==> src/design/evim_pkg.sv <==
package evim_pkg;

  // Interrupt and vector space
  localparam int NUM_IRQ  = 32;
  localparam int NUM_VEC  = 48;
  localparam int NUM_SYS  = 5;
  localparam int VEC_W    = 6;
  localparam int RANK_W   = 3;
  localparam int LVL_W    = 2;
  localparam logic [VEC_W-1:0] IRQ_VEC_BASE = 6'h10;

  // Vector table, fixed at address zero
  localparam logic [31:0] VTAB_BASE = 32'h0000_0000;
  localparam logic [VEC_W-1:0] VEC_SP_INIT = 6'h00;
  localparam logic [VEC_W-1:0] VEC_RESET   = 6'h01;

  // Register window and offsets from the system space base
  localparam logic [31:0] WIN_LO       = 32'hE000_E100;
  localparam logic [31:0] WIN_HI       = 32'hE000_ECFF;
  localparam logic [11:0] OFS_EN_SET   = 12'h100;
  localparam logic [11:0] OFS_EN_CLR   = 12'h180;
  localparam logic [11:0] OFS_PEND_SET = 12'h200;
  localparam logic [11:0] OFS_PEND_CLR = 12'h280;
  localparam logic [11:0] OFS_ACTIVE   = 12'h300;
  localparam logic [11:0] OFS_PRIO     = 12'h400;
  localparam logic [11:0] OFS_SYSPRI   = 12'hC00;
  localparam logic [11:0] OFS_STATUS   = 12'hC04;
  localparam int          NUM_PRIO_REG = 8;

  // Priority field: 8 bits per source, only the top two implemented
  localparam int               PRIO_FIELD_W = 8;
  localparam int               PRIO_LSB     = 6;
  localparam logic [LVL_W-1:0] PRIO_RESET   = 2'h0;

  // Interrupt bit positions of the dedicated sources
  localparam int IRQ_BROWNOUT  = 0;
  localparam int IRQ_WATCHDOG  = 1;
  localparam int IRQ_EXT_A     = 2;
  localparam int IRQ_EXT_B     = 3;
  localparam int IRQ_PORT_AB   = 4;
  localparam int IRQ_PORT_CDEF = 5;
  localparam int IRQ_PWM_LOW   = 6;
  localparam int IRQ_PWM_HIGH  = 7;
  localparam int IRQ_TIMER0    = 8;

  // Urgency ranks: smaller is more urgent
  localparam logic [RANK_W-1:0] RANK_NMI      = 3'h1;
  localparam logic [RANK_W-1:0] RANK_HARD     = 3'h2;
  localparam logic [RANK_W-1:0] RANK_CFG_BASE = 3'h3;
  localparam logic [RANK_W-1:0] RANK_NONE     = 3'h7;

  // System exceptions: nmi, hard fault, svcall, pendsv, systick
  localparam logic [NUM_SYS-1:0][VEC_W-1:0] SYS_VEC =
    {6'h0F, 6'h0E, 6'h0B, 6'h03, 6'h02};
  localparam logic [NUM_SYS-1:0] SYS_FIXED = 5'b0_0011;
  localparam logic [NUM_SYS-1:0][RANK_W-1:0] SYS_RANK =
    {3'h7, 3'h7, 3'h7, RANK_HARD, RANK_NMI};
  localparam logic [NUM_SYS-1:0][4:0] SYS_PRIO_POS =
    {5'h1E, 5'h16, 5'h06, 5'h00, 5'h00};

  // Pin synchroniser width: two dedicated pins, port A 16, port B 14
  localparam int PORT_A_W = 16;
  localparam int PORT_B_W = 14;
  localparam int PIN_W    = 2 + PORT_A_W + PORT_B_W;

  // Per-source control strobes
  typedef struct packed {
    logic             en_set;
    logic             en_clr;
    logic             pend_set;
    logic             pend_clr;
    logic             prio_we;
    logic [LVL_W-1:0] prio;
  } evim_cell_ctl_t;

  // Handler entry handed to the core
  typedef struct packed {
    logic [VEC_W-1:0] vector;
    logic [31:0]      addr;
  } evim_entry_t;

  typedef enum logic [2:0] {
    ST_SP_REQ,
    ST_SP_WAIT,
    ST_VEC_REQ,
    ST_VEC_WAIT,
    ST_IDLE
  } evim_state_t;

endpackage : evim_pkg

==> src/design/evim_irq_cell.sv <==
`timescale 1ns/1ps
module evim_irq_cell
  import evim_pkg::*;
(
  // Clock and reset
  input  wire logic             hclk,
  input  wire logic             hresetn,
  // Source and software controls
  input  wire logic             irq_in,
  input  wire evim_cell_ctl_t   ctl,
  // Activation and return
  input  wire logic             take,
  input  wire logic             retire,
  // State
  output logic                  enabled,
  output logic                  pending,
  output logic                  active,
  output logic [LVL_W-1:0]      level
);

  logic             en_reg;
  logic             pend_reg;
  logic             act_reg;
  logic [LVL_W-1:0] lvl_reg;

  // Pending ignores enable
  // Sets win over clears so that no request is lost; an active source is not re-pended by its input
  wire pend_next = (irq_in & ~act_reg & ~take) | ctl.pend_set
                 | (pend_reg & ~ctl.pend_clr & ~take);
  // Disable spares active
  wire en_next   = ctl.en_set | (en_reg & ~ctl.en_clr);
  // Clear-pending spares active
  wire act_next  = take | (act_reg & ~retire);

  // Level zero after reset
  always_ff @(posedge hclk or negedge hresetn) begin
    if (!hresetn) begin
      en_reg   <= 1'b0;
      pend_reg <= 1'b0;
      act_reg  <= 1'b0;
      lvl_reg  <= PRIO_RESET;
    end else begin
      en_reg   <= en_next;
      pend_reg <= pend_next;
      act_reg  <= act_next;
      if (ctl.prio_we) begin
        lvl_reg <= ctl.prio;
      end
    end
  end

  assign enabled = en_reg;
  assign pending = pend_reg;
  assign active  = act_reg;
  assign level   = lvl_reg;

endmodule : evim_irq_cell

==> src/design/evim_ctrl.sv <==
`timescale 1ns/1ps
// Notes on behaviour
// Four software levels, zero most urgent
// All configurable levels reset to zero
// Reset, NMI, hard fault outrank level zero
// Thirty-two inputs map onto vectors 16-47
// Brown-out is bit 0, vector 16
// Port B pin 14 is bit 2
// Port B pin 15 is bit 3
// Port A/B pin changes merge onto bit 4
// PWM channels 0-3 merge onto bit 6
// PWM channels 4-7 merge into vector 23
// Handler address fetched by hardware
// Vector table base fixed at zero
// Word 0 loads initial stack pointer
// Handler word offset equals vector number
// Registers decoded in E100 to ECFF window
// Disabled request still becomes pending
// Disabling never cancels an active interrupt
// Clear-pending leaves active state alone
// Eight-bit priority fields, four per word
// Equal level: lower vector wins
// Preempt only when strictly more urgent
module evim_ctrl
  import evim_pkg::*;
(
  // Clock and reset
  input  wire logic                  hclk,
  input  wire logic                  hresetn,
  // AHB-Lite slave
  input  wire logic                  hsel,
  input  wire logic [31:0]           haddr,
  input  wire logic [1:0]            htrans,
  input  wire logic                  hwrite,
  input  wire logic [2:0]            hsize,
  input  wire logic [31:0]           hwdata,
  input  wire logic                  hready,
  output logic                       hreadyout,
  output logic [31:0]                hrdata,
  output logic                       hresp,
  // Peripheral requests, same clock
  input  wire logic                  brownout_irq,
  input  wire logic                  watchdog_irq,
  input  wire logic                  port_cdef_change_irq,
  input  wire logic [3:0]            pwm_low_ch_irq,
  input  wire logic [3:0]            pwm_high_ch_irq,
  input  wire logic                  timer_zero_irq,
  input  wire logic [NUM_IRQ-1:9]    periph_irq,
  // Pins, asynchronous
  input  wire logic                  ext_pin_irq_a,
  input  wire logic                  ext_pin_irq_b,
  input  wire logic [PORT_A_W-1:0]   port_a_pins,
  input  wire logic [PORT_B_W-1:0]   port_b_pins,
  // System exception requests
  input  wire logic                  nmi_req,
  input  wire logic                  hard_fault_req,
  input  wire logic                  svcall_req,
  input  wire logic                  pendsv_req,
  input  wire logic                  systick_req,
  // Core side
  input  wire logic                  exc_return,
  input  wire logic                  vtab_rvalid,
  input  wire logic [31:0]           vtab_rdata,
  output logic                       vtab_rd,
  output logic [31:0]                vtab_addr,
  output logic [31:0]                main_stack_ptr_init,
  output logic                       sp_load,
  output evim_entry_t                entry,
  output logic                       entry_valid
);

  // Bus state
  logic        hready_reg;
  logic [31:0] hrdata_reg;
  logic        hresp_reg;
  logic [31:0] a_addr_reg;
  logic        wr_pend_reg;
  logic        rd_pend_reg;

  // Pin synchronisers and change detect
  logic [PIN_W-1:0] pin_s1_reg;
  logic [PIN_W-1:0] pin_s2_reg;
  logic [PIN_W-1:0] pin_s3_reg;
  logic [PIN_W-1:0] pin_filt_reg;
  logic             port_ab_change_reg;

  // Sequencer
  evim_state_t      state_reg;
  evim_state_t      state_next;
  logic [VEC_W-1:0] vec_reg;
  logic             vtab_rd_reg;
  logic [31:0]      vtab_addr_reg;
  logic [31:0]      sp_init_reg;
  logic             sp_load_reg;
  evim_entry_t      entry_reg;
  logic             entry_valid_reg;

  // Address phase accept; reads take one wait state so data come from a flop
  wire bus_accept = hsel & htrans[1] & hready;

  always_ff @(posedge hclk or negedge hresetn) begin
    if (!hresetn) begin
      hready_reg  <= 1'b1;
      hresp_reg   <= 1'b0;
      a_addr_reg  <= 32'h0000_0000;
      wr_pend_reg <= 1'b0;
      rd_pend_reg <= 1'b0;
    end else begin
      hresp_reg   <= 1'b0;
      wr_pend_reg <= bus_accept & hwrite;
      rd_pend_reg <= bus_accept & ~hwrite;
      hready_reg  <= ~(bus_accept & ~hwrite);
      if (bus_accept) begin
        a_addr_reg <= haddr;
      end
    end
  end

  // Window decode
  wire        win_hit = (a_addr_reg >= WIN_LO) && (a_addr_reg <= WIN_HI);
  wire [11:0] ofs     = a_addr_reg[11:0];
  wire        wr_ok   = wr_pend_reg & win_hit;
  wire        wr_en_set   = wr_ok & (ofs == OFS_EN_SET);
  wire        wr_en_clr   = wr_ok & (ofs == OFS_EN_CLR);
  wire        wr_pend_set = wr_ok & (ofs == OFS_PEND_SET);
  wire        wr_pend_clr = wr_ok & (ofs == OFS_PEND_CLR);
  wire        wr_syspri   = wr_ok & (ofs == OFS_SYSPRI);
  wire        prio_hit    = (ofs[11:5] == OFS_PRIO[11:5]);
  wire        wr_prio     = wr_ok & prio_hit;
  wire [2:0]  prio_idx    = ofs[4:2];

  // Three-stage pin capture; a new level counts once stages two and three agree
  wire [PIN_W-1:0] pin_raw   = {port_b_pins, port_a_pins, ext_pin_irq_b, ext_pin_irq_a};
  wire [PIN_W-1:0] pin_agree = ~(pin_s2_reg ^ pin_s3_reg);
  wire [PIN_W-1:0] pin_next  = (pin_agree & pin_s3_reg) | (~pin_agree & pin_filt_reg);
  // Any port A/B edge
  wire port_ab_edge = |(pin_next[PIN_W-1:2] ^ pin_filt_reg[PIN_W-1:2]);

  always_ff @(posedge hclk or negedge hresetn) begin
    if (!hresetn) begin
      pin_s1_reg         <= '0;
      pin_s2_reg         <= '0;
      pin_s3_reg         <= '0;
      pin_filt_reg       <= '0;
      port_ab_change_reg <= 1'b0;
    end else begin
      pin_s1_reg         <= pin_raw;
      pin_s2_reg         <= pin_s1_reg;
      pin_s3_reg         <= pin_s2_reg;
      pin_filt_reg       <= pin_next;
      port_ab_change_reg <= port_ab_edge;
    end
  end

  // Source bit ordering onto the interrupt lines
  logic [NUM_IRQ-1:0] irq_src;
  // Brown-out on bit 0
  assign irq_src[IRQ_BROWNOUT]  = brownout_irq;
  assign irq_src[IRQ_WATCHDOG]  = watchdog_irq;
  // Dedicated pin A
  assign irq_src[IRQ_EXT_A]     = pin_filt_reg[0];
  // Dedicated pin B
  assign irq_src[IRQ_EXT_B]     = pin_filt_reg[1];
  assign irq_src[IRQ_PORT_AB]   = port_ab_change_reg;
  assign irq_src[IRQ_PORT_CDEF] = port_cdef_change_irq;
  // PWM low group merge
  assign irq_src[IRQ_PWM_LOW]   = |pwm_low_ch_irq;
  // PWM high group merge
  assign irq_src[IRQ_PWM_HIGH]  = |pwm_high_ch_irq;
  assign irq_src[IRQ_TIMER0]    = timer_zero_irq;
  assign irq_src[NUM_IRQ-1:9]   = periph_irq;

  // Per-source state collected from the cells
  logic [NUM_IRQ-1:0]            irq_en;
  logic [NUM_IRQ-1:0]            irq_pend;
  logic [NUM_IRQ-1:0]            irq_act;
  logic [NUM_IRQ-1:0][LVL_W-1:0] irq_lvl;
  logic [NUM_SYS-1:0]            sys_pend;
  logic [NUM_SYS-1:0]            sys_act;
  logic [NUM_SYS-1:0][LVL_W-1:0] sys_lvl;
  logic [NUM_SYS-1:0]            sys_req;
  logic [VEC_W-1:0]              cand_vec;
  logic [VEC_W-1:0]              cur_vec;
  logic [RANK_W-1:0]             cand_rank;
  logic [RANK_W-1:0]             cur_rank;
  logic                          take_go;

  assign sys_req = {systick_req, pendsv_req, svcall_req, hard_fault_req, nmi_req};
  wire cur_found = (cur_rank != RANK_NONE);

  // One cell per interrupt line
  for (genvar i = 0; i < NUM_IRQ; i++) begin : g_irq
    localparam int               BYTE = i % 4;
    localparam logic [VEC_W-1:0] VEC  = IRQ_VEC_BASE + VEC_W'(i);
    evim_cell_ctl_t ctl;
    assign ctl.en_set   = wr_en_set & hwdata[i];
    assign ctl.en_clr   = wr_en_clr & hwdata[i];
    assign ctl.pend_set = wr_pend_set & hwdata[i];
    assign ctl.pend_clr = wr_pend_clr & hwdata[i];
    // Field i%4 of word i/4
    assign ctl.prio_we  = wr_prio & (prio_idx == 3'(i / 4));
    assign ctl.prio     = hwdata[BYTE*PRIO_FIELD_W+PRIO_LSB +: LVL_W];
    evim_irq_cell u_cell (
      .hclk    (hclk),
      .hresetn (hresetn),
      .irq_in  (irq_src[i]),
      .ctl     (ctl),
      .take    (take_go & (cand_vec == VEC)),
      .retire  (exc_return & cur_found & (cur_vec == VEC)),
      .enabled (irq_en[i]),
      .pending (irq_pend[i]),
      .active  (irq_act[i]),
      .level   (irq_lvl[i])
    );
  end

  // System exceptions reuse the cell, always enabled, fixed ones never take a level
  for (genvar s = 0; s < NUM_SYS; s++) begin : g_sys
    evim_cell_ctl_t ctl;
    assign ctl.en_set   = 1'b1;
    assign ctl.en_clr   = 1'b0;
    assign ctl.pend_set = 1'b0;
    assign ctl.pend_clr = 1'b0;
    assign ctl.prio_we  = wr_syspri & ~SYS_FIXED[s];
    assign ctl.prio     = hwdata[SYS_PRIO_POS[s] +: LVL_W];
    evim_irq_cell u_cell (
      .hclk    (hclk),
      .hresetn (hresetn),
      .irq_in  (sys_req[s]),
      .ctl     (ctl),
      .take    (take_go & (cand_vec == SYS_VEC[s])),
      .retire  (exc_return & cur_found & (cur_vec == SYS_VEC[s])),
      .enabled (),
      .pending (sys_pend[s]),
      .active  (sys_act[s]),
      .level   (sys_lvl[s])
    );
  end

  // Flatten onto the vector space; unused vectors stay ineligible
  logic [NUM_VEC-1:0]             ready_all;
  logic [NUM_VEC-1:0]             act_all;
  logic [NUM_VEC-1:0][RANK_W-1:0] rank_v;

  always_comb begin
    ready_all = '0;
    act_all   = '0;
    rank_v    = {NUM_VEC{RANK_NONE}};
    for (int i = 0; i < NUM_IRQ; i++) begin
      ready_all[16+i] = irq_pend[i] & irq_en[i];
      act_all[16+i]   = irq_act[i];
      // Configurable ranks
      rank_v[16+i]    = RANK_CFG_BASE + RANK_W'(irq_lvl[i]);
    end
    for (int s = 0; s < NUM_SYS; s++) begin
      ready_all[SYS_VEC[s]] = sys_pend[s];
      act_all[SYS_VEC[s]]   = sys_act[s];
      // Fixed ranks above level zero
      rank_v[SYS_VEC[s]]    = SYS_FIXED[s] ? SYS_RANK[s]
                            : RANK_CFG_BASE + RANK_W'(sys_lvl[s]);
    end
  end

  // Most urgent member of a set; scanning downward with <= keeps the lowest vector
  function automatic logic [RANK_W+VEC_W-1:0] pick_best(
    input logic [NUM_VEC-1:0]             mask,
    input logic [NUM_VEC-1:0][RANK_W-1:0] rk
  );
    logic [RANK_W-1:0] best;
    logic [VEC_W-1:0]  bvec;
    best = RANK_NONE;
    bvec = '0;
    for (int v = NUM_VEC - 1; v >= 0; v--) begin
      // Lower vector on ties
      if (mask[v] && (rk[v] <= best)) begin
        best = rk[v];
        bvec = VEC_W'(v);
      end
    end
    return {best, bvec};
  endfunction : pick_best

  assign {cand_rank, cand_vec} = pick_best(ready_all, rank_v);
  assign {cur_rank, cur_vec}   = pick_best(act_all, rank_v);

  // Strictly more urgent
  // A return in the same cycle is served first so the running level is never stale
  assign take_go = (state_reg == ST_IDLE) & (cand_rank < cur_rank) & ~exc_return;

  // Table at zero
  // Word offset is the vector
  wire [31:0] vtab_word = VTAB_BASE + {24'h00_0000, vec_reg, 2'b00};

  // Fetch sequencer: stack pointer, reset entry, then one entry per activation
  always_comb begin
    state_next = state_reg;
    case (state_reg)
      ST_SP_REQ:   state_next = ST_SP_WAIT;
      ST_SP_WAIT:  state_next = vtab_rvalid ? ST_VEC_REQ : ST_SP_WAIT;
      ST_VEC_REQ:  state_next = ST_VEC_WAIT;
      ST_VEC_WAIT: state_next = vtab_rvalid ? ST_IDLE : ST_VEC_WAIT;
      ST_IDLE:     state_next = take_go ? ST_VEC_REQ : ST_IDLE;
      default:     state_next = ST_SP_REQ;
    endcase
  end

  // Hardware vector fetch
  always_ff @(posedge hclk or negedge hresetn) begin
    if (!hresetn) begin
      state_reg       <= ST_SP_REQ;
      vec_reg         <= VEC_SP_INIT;
      vtab_rd_reg     <= 1'b0;
      vtab_addr_reg   <= VTAB_BASE;
      sp_init_reg     <= 32'h0000_0000;
      sp_load_reg     <= 1'b0;
      entry_reg       <= '0;
      entry_valid_reg <= 1'b0;
    end else begin
      state_reg       <= state_next;
      vtab_rd_reg     <= (state_reg == ST_SP_REQ) | (state_reg == ST_VEC_REQ);
      sp_load_reg     <= (state_reg == ST_SP_WAIT) & vtab_rvalid;
      entry_valid_reg <= (state_reg == ST_VEC_WAIT) & vtab_rvalid;
      if ((state_reg == ST_SP_REQ) || (state_reg == ST_VEC_REQ)) begin
        vtab_addr_reg <= vtab_word;
      end
      // Word 0 is the stack pointer
      if ((state_reg == ST_SP_WAIT) && vtab_rvalid) begin
        sp_init_reg <= vtab_rdata;
        vec_reg     <= VEC_RESET;
      end
      if (take_go) begin
        vec_reg <= cand_vec;
      end
      if ((state_reg == ST_VEC_WAIT) && vtab_rvalid) begin
        entry_reg <= '{vector: vec_reg, addr: vtab_rdata};
      end
    end
  end

  // Priority words read back; unimplemented low bits read zero
  logic [NUM_PRIO_REG-1:0][31:0] prio_rd;
  for (genvar k = 0; k < NUM_PRIO_REG; k++) begin : g_prd
    assign prio_rd[k] = {irq_lvl[4*k+3], 6'h00, irq_lvl[4*k+2], 6'h00,
                         irq_lvl[4*k+1], 6'h00, irq_lvl[4*k], 6'h00};
  end
  wire [31:0] syspri_rd = {sys_lvl[4], 6'h00, sys_lvl[3], 6'h00, 8'h00,
                           sys_lvl[2], 6'h00};
  wire [31:0] status_rd = {15'h0000, (cand_rank != RANK_NONE), 2'h0, cand_vec,
                           2'h0, cur_vec};

  // Read select; unmapped addresses read zero with OKAY
  logic [31:0] rd_mux;
  always_comb begin
    rd_mux = 32'h0000_0000;
    if (win_hit) begin
      case (ofs)
        OFS_EN_SET, OFS_EN_CLR:     rd_mux = irq_en;
        OFS_PEND_SET, OFS_PEND_CLR: rd_mux = irq_pend;
        OFS_ACTIVE:                 rd_mux = irq_act;
        OFS_SYSPRI:                 rd_mux = syspri_rd;
        OFS_STATUS:                 rd_mux = status_rd;
        default:                    rd_mux = prio_hit ? prio_rd[prio_idx] : 32'h0000_0000;
      endcase
    end
  end

  // Read data settle during the wait state
  always_ff @(posedge hclk or negedge hresetn) begin
    if (!hresetn) begin
      hrdata_reg <= 32'h0000_0000;
    end else if (rd_pend_reg) begin
      hrdata_reg <= rd_mux;
    end
  end

  assign hreadyout           = hready_reg;
  assign hrdata              = hrdata_reg;
  assign hresp               = hresp_reg;
  assign vtab_rd             = vtab_rd_reg;
  assign vtab_addr           = vtab_addr_reg;
  assign main_stack_ptr_init = sp_init_reg;
  assign sp_load             = sp_load_reg;
  assign entry               = entry_reg;
  assign entry_valid         = entry_valid_reg;

endmodule : evim_ctrl

==> config.mk <==
export PLATFORM = sky130hd
export DESIGN_NAME = evim_ctrl
export DESIGN_NICKNAME = d
export VERILOG_FILES = /design/src/design/evim_pkg.sv /design/src/design/evim_irq_cell.sv /design/src/design/evim_ctrl.sv
export SDC_FILE = /design/constraint.sdc
export NUM_CORES = 1
export LEC_CHECK = 0
export BUFFER_PORTS_ARGS = -buffer_cell sky130_fd_sc_hd__buf_4
export CAP_MARGIN = 20
export CORE_ASPECT_RATIO = 0.5
export CORE_MARGIN = 2
export CORE_UTILIZATION = 45
export DETAILED_ROUTE_END_ITERATION = 7
export PLACE_DENSITY_LB_ADDON = 0.15
export SYNTH_ARGS = -nofsm -noshare
export SYNTH_HDL_FRONTEND = slang
export SYNTH_HIERARCHICAL = 1
export SYNTH_SLANG_ARGS = --single-unit
==> constraint.sdc <==
create_clock -name hclk -period 93.9 [get_ports hclk]
set_input_delay 4.695 -clock hclk [delete_from_list [all_inputs] [get_ports hclk]]
set_output_delay 4.695 -clock hclk [all_outputs]
set_load 0.01 [all_outputs]
# Word-level counts from Yosys, hierarchy flattened
# Index checks and enable logic that the tools add are counted.
dict set report classes {
  addsub 35
  bitwise 794
  reduce_logical 86
  n_lt_le_gt_ge 77
  muxes 159
  eq_ne 95
}
# operator count
set op_table {}
lappend op_table {{1-bit AND} 470}
lappend op_table {{6-bit 2-to-1 mux} 76}
lappend op_table {{3-bit 2-to-1 mux} 76}
lappend op_table {{3-bit less-or-equal comparator} 68}
lappend op_table {{6-bit by 5-bit == test with 1-bit output, second input constant} 32}
lappend op_table {{6-bit == test, second input constant} 32}
lappend op_table {{1-bit NOT} 178}
lappend op_table {{32-bit case mux with 5 select lines} 1}
lappend op_table {{1-bit OR} 139}
lappend op_table {{2-bit by 2-bit adder with 3-bit output, first input constant} 35}
lappend op_table {{32-bit binary-select mux with 3-bit select} 1}
lappend op_table {{32-bit 2-to-1 mux} 3}
lappend op_table {{1-bit logical AND} 77}
lappend op_table {{32-bit AND} 2}
lappend op_table {{32-bit NOT} 2}
lappend op_table {{12-bit by 10-bit == test with 1-bit output, second input constant} 3}
lappend op_table {{6-bit by 4-bit == test with 1-bit output, second input constant} 6}
lappend op_table {{32-bit greater-or-equal comparator, second input constant} 1}
lappend op_table {{32-bit less-or-equal comparator, second input constant} 1}
lappend op_table {{32-bit OR} 1}
lappend op_table {{32-bit XOR} 1}
lappend op_table {{30-bit OR reduction} 1}
lappend op_table {{30-bit XOR} 1}
lappend op_table {{12-bit == test, second input constant} 2}
lappend op_table {{19 further kinds} 37}
dict set report word_totals {
  out_inout_bits 139
  reg_bits 460
  in_bits 180
}

# Depth between registers and ports, before layout
# Gate-level depths: netlist of the first run.
dict set report logic_depth {
  depth_word 120
  mapped_depth 301
  ltp_nobuf 295
}

# Hierarchy
# The synthesis of the first run kept the hierarchy.
# mod cells_per_inst area_per_inst_um2 seq_area_each_um2 instances
set modules_own_cells {}
lappend modules_own_cells {evim_ctrl 2851 23257.3 7108.1 1}
lappend modules_own_cells {evim_irq_cell 14 196.4 125.1 37}

# Least setup slack after synthesis of the first run
# OpenSTA, ideal clock, no wires.
dict set report synth_path {
  path_type {register to register}
  from {register g_irq[31].u_cell.lvl_reg[0]}
  to {register g_sys[4].u_cell.pend_reg}
  setup_ns 0.131
  t_arrival_ns 44.726
  stages_incl_launch_ff 269
  slack_ns 49.043
  cell_sequence {dfrtp_1 inv_1 ha_1 and3_1 ha_1 nor2b_1 o21ai_0 a32oi_1 nor3_1 or2_2 ha_1 nor2b_1 o21a_1 o21ai_0 and2_1 clkbuf_1 o21a_1 ha_1 [233 not listed] ha_1 nor2b_1 o21a_1 o21ai_0 nand2_1 nand2_1 o211ai_1 o21ai_0 o21ai_1 a21boi_0 ha_1 nand2_1 a21oi_1 nor3_1 o21ai_2 buf_2 nor4_1 o21bai_1}
}
dict set report synth_between {
  elab_chain_cells 119
  word_cells_on_any_way 268
  cone_classes {1 x add/sub; 74 x order compare; 1 x eq/ne; 111 x mux; 7 x bitwise; 74 x reduce/logical}
}
# element line_no
set synth_lines {}
lappend synth_lines {{start: declaration} evim_irq_cell.sv:24} ;# logic [LVL_W-1:0] lvl_reg;
lappend synth_lines {{start signal: assignment} evim_irq_cell.sv:47} ;# lvl_reg <= ctl.prio;
lappend synth_lines {{2-bit by 2-bit adder with 3-bit output *} evim_ctrl.sv:253} ;# rank_v[16+i] = RANK_CFG_BASE + RANK_W'(irq_lvl[i]);
lappend synth_lines {{3-bit less-or-equal comparator} evim_ctrl.sv:275} ;# if (mask[v] && (rk[v] <= best)) begin
lappend synth_lines {{1-bit logical AND} evim_ctrl.sv:275}
lappend synth_lines {{3-bit 2-to-1 mux} evim_ctrl.sv:275}
lappend synth_lines {{3-bit less-or-equal comparator} evim_ctrl.sv:275}
lappend synth_lines {{1-bit logical AND} evim_ctrl.sv:275}
lappend synth_lines {{3-bit 2-to-1 mux} evim_ctrl.sv:275}
lappend synth_lines {{3-bit less-or-equal comparator} evim_ctrl.sv:275}
lappend synth_lines {{[103 not listed]} -}
lappend synth_lines {{3-bit 2-to-1 mux} evim_ctrl.sv:275}
lappend synth_lines {{3-bit < comparator} evim_ctrl.sv:288} ;# assign take_go = (state_reg == ST_IDLE) & (cand_rank < cur_rank) & ~exc_return;
lappend synth_lines {{1-bit AND (2 in series)} evim_ctrl.sv:288}
lappend synth_lines {{1-bit AND *} evim_ctrl.sv:231} ;# .take (take_go & (cand_vec == SYS_VEC[s])),
lappend synth_lines {{1-bit NOT *} {evim_irq_cell.sv:28, evim_irq_cell.sv:29}}
lappend synth_lines {{1-bit AND, on equally long branches} {evim_irq_cell.sv:28, evim_irq_cell.sv:29}}
lappend synth_lines {{1-bit OR *} evim_irq_cell.sv:29} ;# | (pend_reg & ~ctl.pend_clr & ~take);
lappend synth_lines {{net g_sys[4].u_cell.pend_next} evim_irq_cell.sv:28} ;# wire pend_next = (irq_in & ~act_reg & ~take) | ctl.pend_set
lappend synth_lines {{end signal: assignment} evim_irq_cell.sv:44} ;# pend_reg <= pend_next;
lappend synth_lines {{end: declaration} evim_irq_cell.sv:22} ;# logic pend_reg;
# The timed path passes the listed nets; every way through them passes the cells marked *.
# A chain may end at the register's enable or synchronous reset.

# Worst setup path in the final report of the first run
dict set report layout_path {
  from {register g_irq[30].u_cell.lvl_reg[0]}
  to {register g_irq[0].u_cell.pend_reg}
}
dict set report layout_between {
  elab_chain_cells 117
  word_cells_on_any_way 263
  cone_classes {1 x add/sub; 73 x order compare; 1 x eq/ne; 108 x mux; 8 x bitwise; 72 x reduce/logical}
}
# element line_no
set layout_lines {}
lappend layout_lines {{start: declaration} evim_irq_cell.sv:24}
lappend layout_lines {{start signal: assignment} evim_irq_cell.sv:47}
lappend layout_lines {{2-bit by 2-bit adder with 3-bit output *} evim_ctrl.sv:253}
lappend layout_lines {{3-bit less-or-equal comparator} evim_ctrl.sv:275}
lappend layout_lines {{1-bit logical AND} evim_ctrl.sv:275}
lappend layout_lines {{3-bit 2-to-1 mux} evim_ctrl.sv:275}
lappend layout_lines {{3-bit less-or-equal comparator} evim_ctrl.sv:275}
lappend layout_lines {{1-bit logical AND} evim_ctrl.sv:275}
lappend layout_lines {{3-bit 2-to-1 mux} evim_ctrl.sv:275}
lappend layout_lines {{3-bit less-or-equal comparator} evim_ctrl.sv:275}
lappend layout_lines {{[101 not listed]} -}
lappend layout_lines {{3-bit < comparator} evim_ctrl.sv:288}
lappend layout_lines {{1-bit AND (2 in series)} evim_ctrl.sv:288}
lappend layout_lines {{1-bit AND *} evim_ctrl.sv:208} ;# .take (take_go & (cand_vec == VEC)),
lappend layout_lines {{1-bit NOT *} {evim_irq_cell.sv:28, evim_irq_cell.sv:29}}
lappend layout_lines {{1-bit AND} evim_irq_cell.sv:28}
lappend layout_lines {{1-bit OR} evim_irq_cell.sv:28}
lappend layout_lines {{1-bit OR *} evim_irq_cell.sv:29}
lappend layout_lines {{net g_irq[0].u_cell.pend_next} evim_irq_cell.sv:28}
lappend layout_lines {{end signal: assignment} evim_irq_cell.sv:44}
lappend layout_lines {{end: declaration} evim_irq_cell.sv:22}
# Marked as above.

==> results.ini, run 1 <==
[placement]
io_buffer_count = 287
dp.cells = 4482
place_congestion = 0.968
pre_cts_ws_ps = 39800
dp_hpwl_um = 74500

[setup_path]
cpLargestDelayFamily = simple AND/OR/NAND/NOR gates
path_class = reg -> reg
worstSetupStartpointType = flop
crit_top_cell = ha_1
critPathMaxStageDelay_ps = 630
cp_data_arrival_time_ps = 56040
slowest_stage = nor2_1
timing.critical_path.buf_inv = 25
cp.required_ps = 94360
worstSetupEndpointType = flop
cp_max_fo = 20

[final_layout]
largest_reg_flops = 64
fillers = 6204
layout_common_cells = nand2_1, dfrtp_1, inv_1
drive_gt1_share_pct = 16.8
nets = 3994
instances_no_fill = 4566
area.growth.synth_to_final_pct = 15.7
layout_commonest_cell = nand2_1

[logic_synthesis]
synthesis.area_mm2 = 0.0302
yosysWarnings = 6
avgSynthCellArea_um2 = 9.02
synthCells = 3345

[global_route]
grt_max_degree = 107
grt_overflow_total = 0
grt_pass1_vias = 25600
grt_antenna_before_repair = 3
grt_pass1_wl_um = 151000
grt_usage_pct = 27.9

[clock_network]
path_clk_slew_ps = 60
cts_resized = 0
cts-htree-levels = 2
cts_hold_buf = 0
cts_sinks = 460
postCtsSetupBuffers = 0
root_buffer = clkbuf_16
cts_tree = yes
clk_latency_ps = 600
clock_tree.buffer_depth = 3
numCtsBuffers = 46

[drt]
wl_per_cell_um = 21.4
ant_nets = 0
num_vias = 26700
drt_first_pass_iters = 8
viasPerCell = 5.84
drc = 0
routed_wl_um = 97800
dr.first_iter.drc_count = 2540

[floorplanning]
coreArea_mm2 = 0.0666
ioPinCount = 319
die-area_mm2 = 0.0693
die_h_um = 187
start_util_pct = 45.3
fp.dieW_um = 370
rows = 67

[timing]
slew_violations = 0
setup_ws_ps = 38320
grt_setup_unrepaired = false
skew_ps = 39.4
fin_crit_sh_pct = 59.2
hold_viol = 0
tns_ps = 0
tightest_slew_ps = 1160
setup_viol = 0
slew_headroom_pct = 22.2
fin_crit_ps = 55580
fmax_mhz = 18.0

[pwr]
total_power_mw = 0.741
leakagePower_nw = 16.1
vdd_drop_max_uv = 23.8
p_per_area_mw_per_mm2 = 21.2

[job]
cap_violations = 0

[min_path]
worstHoldPathType = reg -> reg

[outcome]
status = complete, no violations

-- worst paths after layout --
| path | start | to | slack, ps | cells past startpoint |
|---|---|---|---|---|
| setup / recovery | g_irq[30].u_cell/level[0]$_DFFE_PN0P_ | g_irq[0].u_cell/pending$_DFF_PN0_ | 38320 | 274 |
| hold / removal | pin_s1_reg[2]$_DFF_PN0_ | pin_s2_reg[2]$_DFF_PN0_ | 350 | 0 |
| setup reg to reg | g_irq[30].u_cell/level[0]$_DFFE_PN0P_ | g_irq[0].u_cell/pending$_DFF_PN0_ | 38320 | 274 |
| hold reg to reg | pin_s1_reg[2]$_DFF_PN0_ | pin_s2_reg[2]$_DFF_PN0_ | 350 | 0 |
| max in group asynchronous | hresetn | g_irq[10].u_cell/active$_DFF_PN0_ | 86820 | 5 |
| min in group asynchronous | hresetn | pin_s2_reg[6]$_DFF_PN0_ | 4140 | 1 |
-- layer usage --
layer  track usage [%]  vias to the layer above  wire length [µm]
met4              7.35                        0              2600
met5                 0                        -                 0
met2              42.5                     1028             42900
li1                  -                    12400                 -
met3              5.05                      144              8310
met1              40.7                    13000             44000
-- power breakdown --
group	leakage, nW	switching [mW]	internal (mW)
Sequential	5.69	0.0245	0.224
Clock	0.763	0.0813	0.109
Combinational	9.61	0.192	0.110
-- area by class of cell --
| cell class | count | area (µm²) | area share, % |
|---|---|---|---|
| clock inverter | 18 | 260 | 0.746 |
| antenna | 1 | 2.50 | 0.00717 |
| inverter | 328 | 1230 | 3.53 |
| sequential | 460 | 11500 | 33.0 |
| timing repair buffer | 316 | 2390 | 6.86 |
| tap | 897 | 1120 | 3.22 |
| multi-input combinational | 2483 | 17100 | 48.9 |
| clock buffer | 63 | 1310 | 3.74 |
-- stage by stage --
stage / instance area (µm²) / util [%] / hold slack (ps)
2_1_floorplan: 30300 / - / 331
3_3_place_gp: 33300 / 50.0 / 331
3_5_place_dp: 33300 / 50.0 / 335
4_1_cts: 34900 / 52.3 / 349
5_1_grt: 34900 / 52.4 / 355
6_report: 34900 / 52.4 / 348
(Power assumes the default switching activity.)
==> run 2, diff against run 1 <==
ABC_AREA = 1   (was unset)
clock period = 54.8 ns   (was 93.9 ns; I/O delays follow)
==> results.ini, run 2 <==
[outcome]
status = complete, no violations

[global_route]
grt_pass1_vias = 23500
grt_max_degree = 171
grt_pass1_wl_um = 137000
grt_antenna_before_repair = 2
grt_usage_pct = 27.6
grt_overflow_total = 0

[min_path]
worstHoldPathType = reg -> reg

[floorplanning]
fp.dieW_um = 355
die_h_um = 180
ioPinCount = 319
rows = 64
coreArea_mm2 = 0.0611
start_util_pct = 45.5
die-area_mm2 = 0.0639

[clock_network]
root_buffer = clkbuf_16
numCtsBuffers = 43
cts_hold_buf = 0
clock_tree.buffer_depth = 3
path_clk_slew_ps = 70
clk_latency_ps = 590
cts_resized = 0
cts-htree-levels = 2
cts_tree = yes
postCtsSetupBuffers = 0
cts_sinks = 460

[timing]
skew_ps = 24.6
slew_headroom_pct = 20.1
setup_ws_ps = 10140
hold_viol = 0
fin_crit_sh_pct = 81.5
setup_viol = 0
tightest_slew_ps = 1190
fmax_mhz = 22.4
fin_crit_ps = 44660
slew_violations = 0
grt_setup_unrepaired = false
tns_ps = 0

[placement]
pre_cts_ws_ps = 10800
dp_hpwl_um = 67900
place_congestion = 1.02
io_buffer_count = 287

[setup_path]
crit_top_cell = o21ai_0
slowest_stage = nand4_1
cp.required_ps = 55270
critPathMaxStageDelay_ps = 520
worstSetupEndpointType = flop
cp_max_fo = 20
rrSetupSlack_ps = 10140
worstSetupStartpointType = flop
cp_data_arrival_time_ps = 45130
path_class = reg -> reg

[drt]
dr.first_iter.drc_count = 2353
wl_per_cell_um = 18.8
drc = 0
num_vias = 25000
routed_wl_um = 88900
viasPerCell = 5.27
drt_first_pass_iters = 6
ant_nets = 0

[logic_synthesis]
yosysWarnings = 6
synthesis.area_mm2 = 0.0278
avgSynthCellArea_um2 = 7.79
synthCells = 3567

[final_layout]
nets = 4232
layout_commonest_cell = nand2_1
layout_common_cells = nand2_1, inv_1, dfrtp_1
largest_reg_flops = 64
area.growth.synth_to_final_pct = 16.4
drive_gt1_share_pct = 15.5

[pwr]
leakagePower_nw = 17.0
vdd_drop_max_uv = 26.0
p_per_area_mw_per_mm2 = 30.9

[job]
cap_violations = 0

run 2: per-layer routing:
metal	vias up	GRT usage [%]	wire, µm
met5	-	0.741	77
met4	4	7.31	2550
met3	135	6.27	8700
met2	941	40.8	37000
met1	11600	40.3	40600
li1	12300	-	-
run 2: layout make-up:
cell class	instances	area, µm²
Fill cell	5869	28800
Multi-Input combinational cell	2464	13700
Sequential cell	460	11500
Timing Repair Buffer	309	2350
Inverter	595	2240
Clock buffer	51	1160
Tap cell	825	1030
Clock inverter	29	309
Antenna cell	1	2.50
run 2: metrics by stage:
stage	area (µm²)	std cells	util [%]	hold WS, ps	total power [mW]
after floorplan	27900	3603	-	331	0.577
after global placement	30900	4651	50.5	333	0.680
after detailed placement	30900	4651	50.5	335	0.685
after CTS	32300	4731	52.9	350	1.01
after global routing	32300	4733	52.9	348	1.06
final	32300	4734	52.9	347	1.00
run 2: path summary, 6_finish.rpt:
check | startpoint | to | cells past startpoint
max in group asynchronous | hresetn | pin_filt_reg[7]$_DFF_PN0_ | 3
min | pin_s1_reg[14]$_DFF_PN0_ | pin_s2_reg[14]$_DFF_PN0_ | 0
min reg2reg | pin_s1_reg[14]$_DFF_PN0_ | pin_s2_reg[14]$_DFF_PN0_ | 0
max reg2reg | g_irq[31].u_cell/level[0]$_DFFE_PN0P_ | g_sys[3].u_cell/pending$_DFF_PN0_ | 221
min in group asynchronous | hresetn | main_stack_ptr_init[14]$_DFFE_PN0P_ | 1
max | g_irq[31].u_cell/level[0]$_DFFE_PN0P_ | g_sys[3].u_cell/pending$_DFF_PN0_ | 221
run 2: power breakdown:
part           internal [mW]  total (mW)  switching, mW
sequential             0.387       0.418         0.0310
clock                  0.173       0.319          0.146
combinational         0.0961       0.264          0.168
total                  0.656        1.00          0.345
run 2: critical path: cells and delay by family (launching register included):
family	cells	cell delay, ps
AO/OA/AOI/OAI	103	20180
AND/OR/NAND/NOR	77	11910
flip-flops	1	450
buffers and inverters	5	670
adder cells (fa/ha/maj)	36	11250
